--- config.mk ---
export PLATFORM = sky130hd
export DESIGN_NAME = ebpc_top
export DESIGN_NICKNAME = d
export VERILOG_FILES = /design/src/pkg/ebpc_pkg.sv /design/src/logic/ebpc_top.sv
export VERILOG_INCLUDE_DIRS = /design/src /design/src/pkg
export SDC_FILE = /design/constraint.sdc
export NUM_CORES = 1
export LEC_CHECK = 0
export ABC_AREA = 1
export BUFFER_PORTS_ARGS = -buffer_cell sky130_fd_sc_hd__buf_2
export CAP_MARGIN = 40
export CORE_AREA = 2 2 144 76
export CTS_CLUSTER_DIAMETER = 40
export DETAILED_ROUTE_END_ITERATION = 12
export DIE_AREA = 0 0 146 78
export PLACE_DENSITY = 0.75
export SLEW_MARGIN = 0
export SYNTH_ARGS = -nofsm -noshare
export SYNTH_HDL_FRONTEND = slang
export SYNTH_SLANG_ARGS = --single-unit
--- constraint.sdc ---
create_clock -name ref_clk_i -period 2.8 [get_ports ref_clk_i]
set_clock_uncertainty 0.05 [all_clocks]
set_input_delay 0.28 -clock ref_clk_i [delete_from_list [all_inputs] [get_ports ref_clk_i]]
set_output_delay 0.28 -clock ref_clk_i [all_outputs]
set_load 0.005 [all_outputs]
--- src/pkg/ebpc_defs.svh ---
// constants for the external bus pin control block
`ifndef EBPC_DEFS_SVH
`define EBPC_DEFS_SVH
// ----------------------------------------
// register offsets
// ----------------------------------------
`define EBPC_BSC_ADDR 4'h0
`define EBPC_STAT_ADDR 4'h1
// ----------------------------------------
// field positions and reset values
// ----------------------------------------
`define EBPC_HOLDER_BIT 15
`define EBPC_BSC_RESET 16'h0000
`define EBPC_RESET_VECTOR 20'h0FF80
`endif

--- src/pkg/ebpc_pkg.sv ---
// types for the external bus pin control block
package ebpc_pkg;
    typedef enum logic [1:0] {
        EBPC_SPACE_PROG,
        EBPC_SPACE_DATA,
        EBPC_SPACE_IO
    } ebpc_space_e;
    typedef enum {
        EBPC_ST_RESET,
        EBPC_ST_IDLE,
        EBPC_ST_WRITE,
        EBPC_ST_READ
    } ebpc_state_e;
endpackage

--- src/logic/ebpc_top.sv ---
// external address and data bus pin control with data bus holders
//
// The placing of the registers and the strobed register port were left to the implementer.
`timescale 1ns/1ps
`include "ebpc_defs.svh"

// Notes on behaviour
// low sixteen address outputs driven for every external access of any space.
// upper four address bits used only for program space; zero otherwise.
// all twenty address outputs float during hold or while emulation off is low.
// sixteen-bit words move over one shared two-way data bus.
// data drivers off unless writing; always off in reset or on hold request.
// data drivers off whenever emulation off is low, whatever the access.
// with holders on and bus undriven, each line keeps its last level.
// holders off at reset; software sets them by one bit in bank switching control.
// reset stops the core; after release fetching starts at a fixed program address.
module ebpc_top
    import ebpc_pkg::*;
#(
    parameter int ADDR_W = 20,
    parameter int DATA_W = 16
) (
    input wire logic ref_clk_i,
    input wire logic rst_i,
    input wire logic hold_req_i,
    input wire logic emu_off_n_i,
    input wire logic acc_req_i,
    input wire logic acc_write_i,
    input wire logic [1:0] acc_space_i,
    input wire logic [ADDR_W-1:0] acc_addr_i,
    input wire logic [DATA_W-1:0] acc_wdata_i,
    output logic acc_done_o,
    output logic [DATA_W-1:0] acc_rdata_o,
    output logic hold_ack_o,
    output logic running_o,
    output logic [ADDR_W-1:0] start_addr_o,
    input wire logic [3:0] reg_addr_i,
    input wire logic [15:0] reg_wdata_i,
    input wire logic reg_wr_i,
    input wire logic reg_rd_i,
    output logic [15:0] reg_rdata_o,
    output logic [15:0] low_address_outputs_o,
    output logic [3:0] upper_program_address_outputs_o,
    output logic addr_oe_o,
    input wire logic [DATA_W-1:0] shared_data_lines_i,
    output logic [DATA_W-1:0] shared_data_lines_o,
    output logic shared_data_lines_oe_o,
    output logic [DATA_W-1:0] holder_drive_o,
    output logic holder_oe_o
);
    if (ADDR_W != 20 || DATA_W != 16) begin : g_width_check
        $error("ebpc_top serves a 20-bit address and 16-bit data bus only");
    end

    // ----------------------------------------
    // state and registers
    // ----------------------------------------
    ebpc_state_e state_r, state_nxt;
    logic [15:0] bsc_r, bsc_nxt;
    logic [19:0] addr_r, addr_nxt;
    logic [15:0] wdata_r, wdata_nxt;
    logic [15:0] rdata_r, rdata_nxt;
    logic [15:0] keep_r, keep_nxt;
    logic [15:0] reg_rdata_r, reg_rdata_nxt;
    logic done_r, done_nxt;
    logic hold_ack_r, hold_ack_nxt;
    logic bus_free;

    assign bus_free = !hold_req_i && emu_off_n_i;

    always_comb begin
        state_nxt = state_r;
        bsc_nxt = bsc_r;
        addr_nxt = addr_r;
        wdata_nxt = wdata_r;
        rdata_nxt = rdata_r;
        done_nxt = 1'b0;
        hold_ack_nxt = hold_req_i && (state_r != EBPC_ST_WRITE && state_r != EBPC_ST_READ);
        reg_rdata_nxt = 16'h0000;
        // software access to bank switching control and status
        if (reg_wr_i && reg_addr_i == `EBPC_BSC_ADDR) begin
            bsc_nxt = reg_wdata_i;
        end
        if (reg_rd_i) begin
            case (reg_addr_i)
                `EBPC_BSC_ADDR: reg_rdata_nxt = bsc_r;
                `EBPC_STAT_ADDR: reg_rdata_nxt = {13'h0000, hold_ack_r, shared_data_lines_oe_o, addr_oe_o};
                default: reg_rdata_nxt = 16'h0000;
            endcase
        end
        case (state_r)
            EBPC_ST_RESET: begin
                state_nxt = EBPC_ST_IDLE;
            end
            EBPC_ST_IDLE: begin
                if (acc_req_i && !hold_req_i) begin
                    // program space keeps the top bits, others clear them
                    if (acc_space_i == EBPC_SPACE_PROG) begin
                        addr_nxt = acc_addr_i;
                    end else begin
                        addr_nxt = {4'h0, acc_addr_i[15:0]};
                    end
                    wdata_nxt = acc_wdata_i;
                    state_nxt = acc_write_i ? EBPC_ST_WRITE : EBPC_ST_READ;
                end
            end
            EBPC_ST_WRITE: begin
                done_nxt = 1'b1;
                state_nxt = EBPC_ST_IDLE;
            end
            EBPC_ST_READ: begin
                rdata_nxt = shared_data_lines_i;
                done_nxt = 1'b1;
                state_nxt = EBPC_ST_IDLE;
            end
            default: state_nxt = EBPC_ST_IDLE;
        endcase
    end

    // holder latch follows the wire while anyone drives it
    always_comb begin
        keep_nxt = shared_data_lines_oe_o ? wdata_r : shared_data_lines_i;
    end

    always_ff @(posedge ref_clk_i or posedge rst_i) begin
        if (rst_i) begin
            state_r <= EBPC_ST_RESET;
            bsc_r <= `EBPC_BSC_RESET;
            addr_r <= 20'h00000;
            wdata_r <= 16'h0000;
            rdata_r <= 16'h0000;
            keep_r <= 16'h0000;
            reg_rdata_r <= 16'h0000;
            done_r <= 1'b0;
            hold_ack_r <= 1'b0;
        end else begin
            state_r <= state_nxt;
            bsc_r <= bsc_nxt;
            addr_r <= addr_nxt;
            wdata_r <= wdata_nxt;
            rdata_r <= rdata_nxt;
            keep_r <= keep_nxt;
            reg_rdata_r <= reg_rdata_nxt;
            done_r <= done_nxt;
            hold_ack_r <= hold_ack_nxt;
        end
    end

    // ----------------------------------------
    // pin drive
    // ----------------------------------------
    assign low_address_outputs_o = addr_r[15:0];
    assign upper_program_address_outputs_o = addr_r[19:16];
    assign addr_oe_o = !rst_i && !hold_ack_r && emu_off_n_i;
    assign shared_data_lines_o = wdata_r;
    assign shared_data_lines_oe_o = !rst_i && state_r == EBPC_ST_WRITE && bus_free;
    assign holder_drive_o = keep_r;
    assign holder_oe_o = !rst_i && bsc_r[`EBPC_HOLDER_BIT] && !shared_data_lines_oe_o;
    assign acc_done_o = done_r;
    assign acc_rdata_o = rdata_r;
    assign hold_ack_o = hold_ack_r;
    assign running_o = state_r != EBPC_ST_RESET;
    assign start_addr_o = `EBPC_RESET_VECTOR;
    assign reg_rdata_o = reg_rdata_r;
endmodule

==> qor.csv <==
metric;value;unit
CTS max path bufs;2;
Initial Util;41.6;%
Worst-path clk slew;70;ps
Ant. Diodes;0;
die height;78;µm
vias in the first global route;3212;
#FFs+latches synth;104;
PnR worst setup slack;745;ps
register-to-register setup slack;970;ps
most frequent CP cell;buf_2;
# H-tree levels;3;
fin nets;713;
die area;11400;µm²
initial antenna violation count;1;
Crit path required time;2470;ps
final clock period utilization by the worst path;73.4;%
TritonCTS Buffers;9;
I/O Pins;192;
share of post-route cells with drive strength above 1;32.2;%
post-place setup slack;1000;ps
root buf cell;clkbuf_16;
unrepaired setup endpoints after global routing;no;
Max Clk Rate;487;MHz
most frequent cells after synthesis;nand2_1, dfrtp_1, inv_1, buf_4, nor2_1;
final HPWL from detailed placement;6990;µm
first-pass GRT wire length;15700;µm
CTS resizes;0;
most common cell in the netlist;nand2_1;
EDFF count, synth;0;
average size of a mapped cell;9.02;µm²
clock latency on the worst-skew pair;330;ps
I/O Buffers;171;
Synth Warn #;0;
WP data arrival;1730;ps
Post-synth ARST share;100;%
crit path launch type;input port;
area share of the largest cell type after synthesis;62.5;%
CP max stage delay;530;ps
largest net degree at the start of global routing;68;
Post-Syn Area;4170;µm²
RePlAce Congestion;0.807;
area of the core;10000;µm²
First DRT Iteration DRCs;185;
worst-margin pin slew;566;ps
Final TNS setup;0;ps
max-cap viol count;0;
status;completed;
Syn Inst Count;462;
Post-CTS Hold Fix Bufs;1;
count of endpoints failing hold in the final timing report;0;
relative slew slack;62.2;%
VDD IR max;0.000359;V
sequential-to-total area share from yosys stat;62.5;%
Avg WL per Cell;12.3;µm
crit-path max FO;19;
minimum clock period;2060;ps
crit path capture type;output port;
largest cells by area after synthesis;dfrtp_1, nand2_1, buf_4;
Pleak;3.19;nW
crit-path cells;dlygate4sd3_1 > buf_2 > inv_4 > nand2_1 > nor2_8 > nor2_1 > buf_2;
CP Class;in2out;
Most used DFF post-synth;dfrtp_1;
Filler Cell Count;936;
Layout area overhead;29.5;%
total track usage;17.4;%
post-route ant nets;0;
Slowest-stage cell, CP;dlygate4sd3_1;
vias per cell;4.31;
post-synth top area cell;dfrtp_1;
CTS tree;done;
router iterations before antenna repair;4;
post-CTS setup buffer count;0;
hold crit path type;in2reg;
max-slew violations;0;
Netlist cell types;20;
# DRC;0;
P per Cell Area;672;nW/µm²
via count;3346;
cell row count;26;
Detailed Route WL;9560;µm
clock sink total;104;
Chip Width;146;µm
endpoints failing setup;0;
grt total ovfl;0;
[metrics by stage]
step	hold WS (ps)	utilization, %	area, µm²	power [mW]	cells
2_1_floorplan	305	-	4230	2.10	480
3_3_place_gp	392	50.3	5040	2.35	758
3_5_place_dp	238	50.6	5070	2.37	759
4_1_cts	34.7	53.8	5390	3.67	776
5_1_grt	49.0	53.8	5390	3.83	776
6_report	46.6	53.8	5390	3.63	776
[report_power, final]
part           switching, mW  leakage [nW]  internal (mW)
Clock                  0.575         0.151          0.712
Sequential             0.117          1.31           1.70
Combinational          0.284          1.73          0.240
[sequential cells by signal (all words and copies together) (netlist names), 2 cells and up]
name and flops:
addr_r 20, acc_rdata_o 16, bsc_r 16, holder_drive_o 16
reg_rdata_o 16, shared_data_lines_o 16, state_r 2
[worst max-delay path, delay by kind of cell]
kind / cells / cell delay [ps]
buffers and inverters: 4 / 870
AND/OR/NAND/NOR: 3 / 560
[final timing paths]
| check | startpoint | to | cells past startpoint |
|---|---|---|---|
| worst max register to register | state_r[1] | shared_data_lines_o[1] | 7 |
| worst max-delay path | rst_i | holder_oe_o | 7 |
| min in group asynchronous | rst_i | reg_rdata_o[6] | 4 |
| max in group asynchronous | rst_i | addr_r[3] | 5 |
| worst min register to register | acc_rdata_o[8] | acc_rdata_o[8] | 2 |
| worst min-delay path | acc_write_i | state_r[0] | 2 |
[layout make-up]
type                            count  area [µm²]  area share [%]
Sequential cell                   104        2600            48.3
Clock buffer                        9         225            4.18
Tap cell                          140         175            3.25
Multi-Input combinational cell    299        1220            22.6
Inverter                           38         146            2.71
Clock inverter                      7        87.6            1.62
Timing Repair Buffer              179         938            17.4
[placed cells by master, fill, tap and decap left out, types with 6 or more instances in the layout]
cell and n:
dfrtp_1 104, nand3_1 18, buf_4 6, nor2_1 21
inv_1 32, clkbuf_16 9, o21ai_1 7, buf_2 171
o21ai_0 13, nand2_1 215, conb_1 20
[cells by family after synthesis]
family                 Yosys count  share of synthesized area, %
flip-flops                     104                          62.5
AO/OA/AOI/OAI                   20                          2.40
AND/OR/NAND/NOR                259                          25.0
buffers and inverters           77                          9.91
other                            2                         0.180
[layer usage]
| layer | up-vias | GRT usage, % | routed length [µm] |
|---|---|---|---|
| met5 | - | 0 | 7 |
| met4 | 2 | 6.12 | 218 |
| met3 | 22 | 4.29 | 441 |
| met2 | 107 | 30.3 | 4850 |
| met1 | 1519 | 21.2 | 4040 |
| li1 | 1696 | - | - |
(Power assumes the default switching activity.)
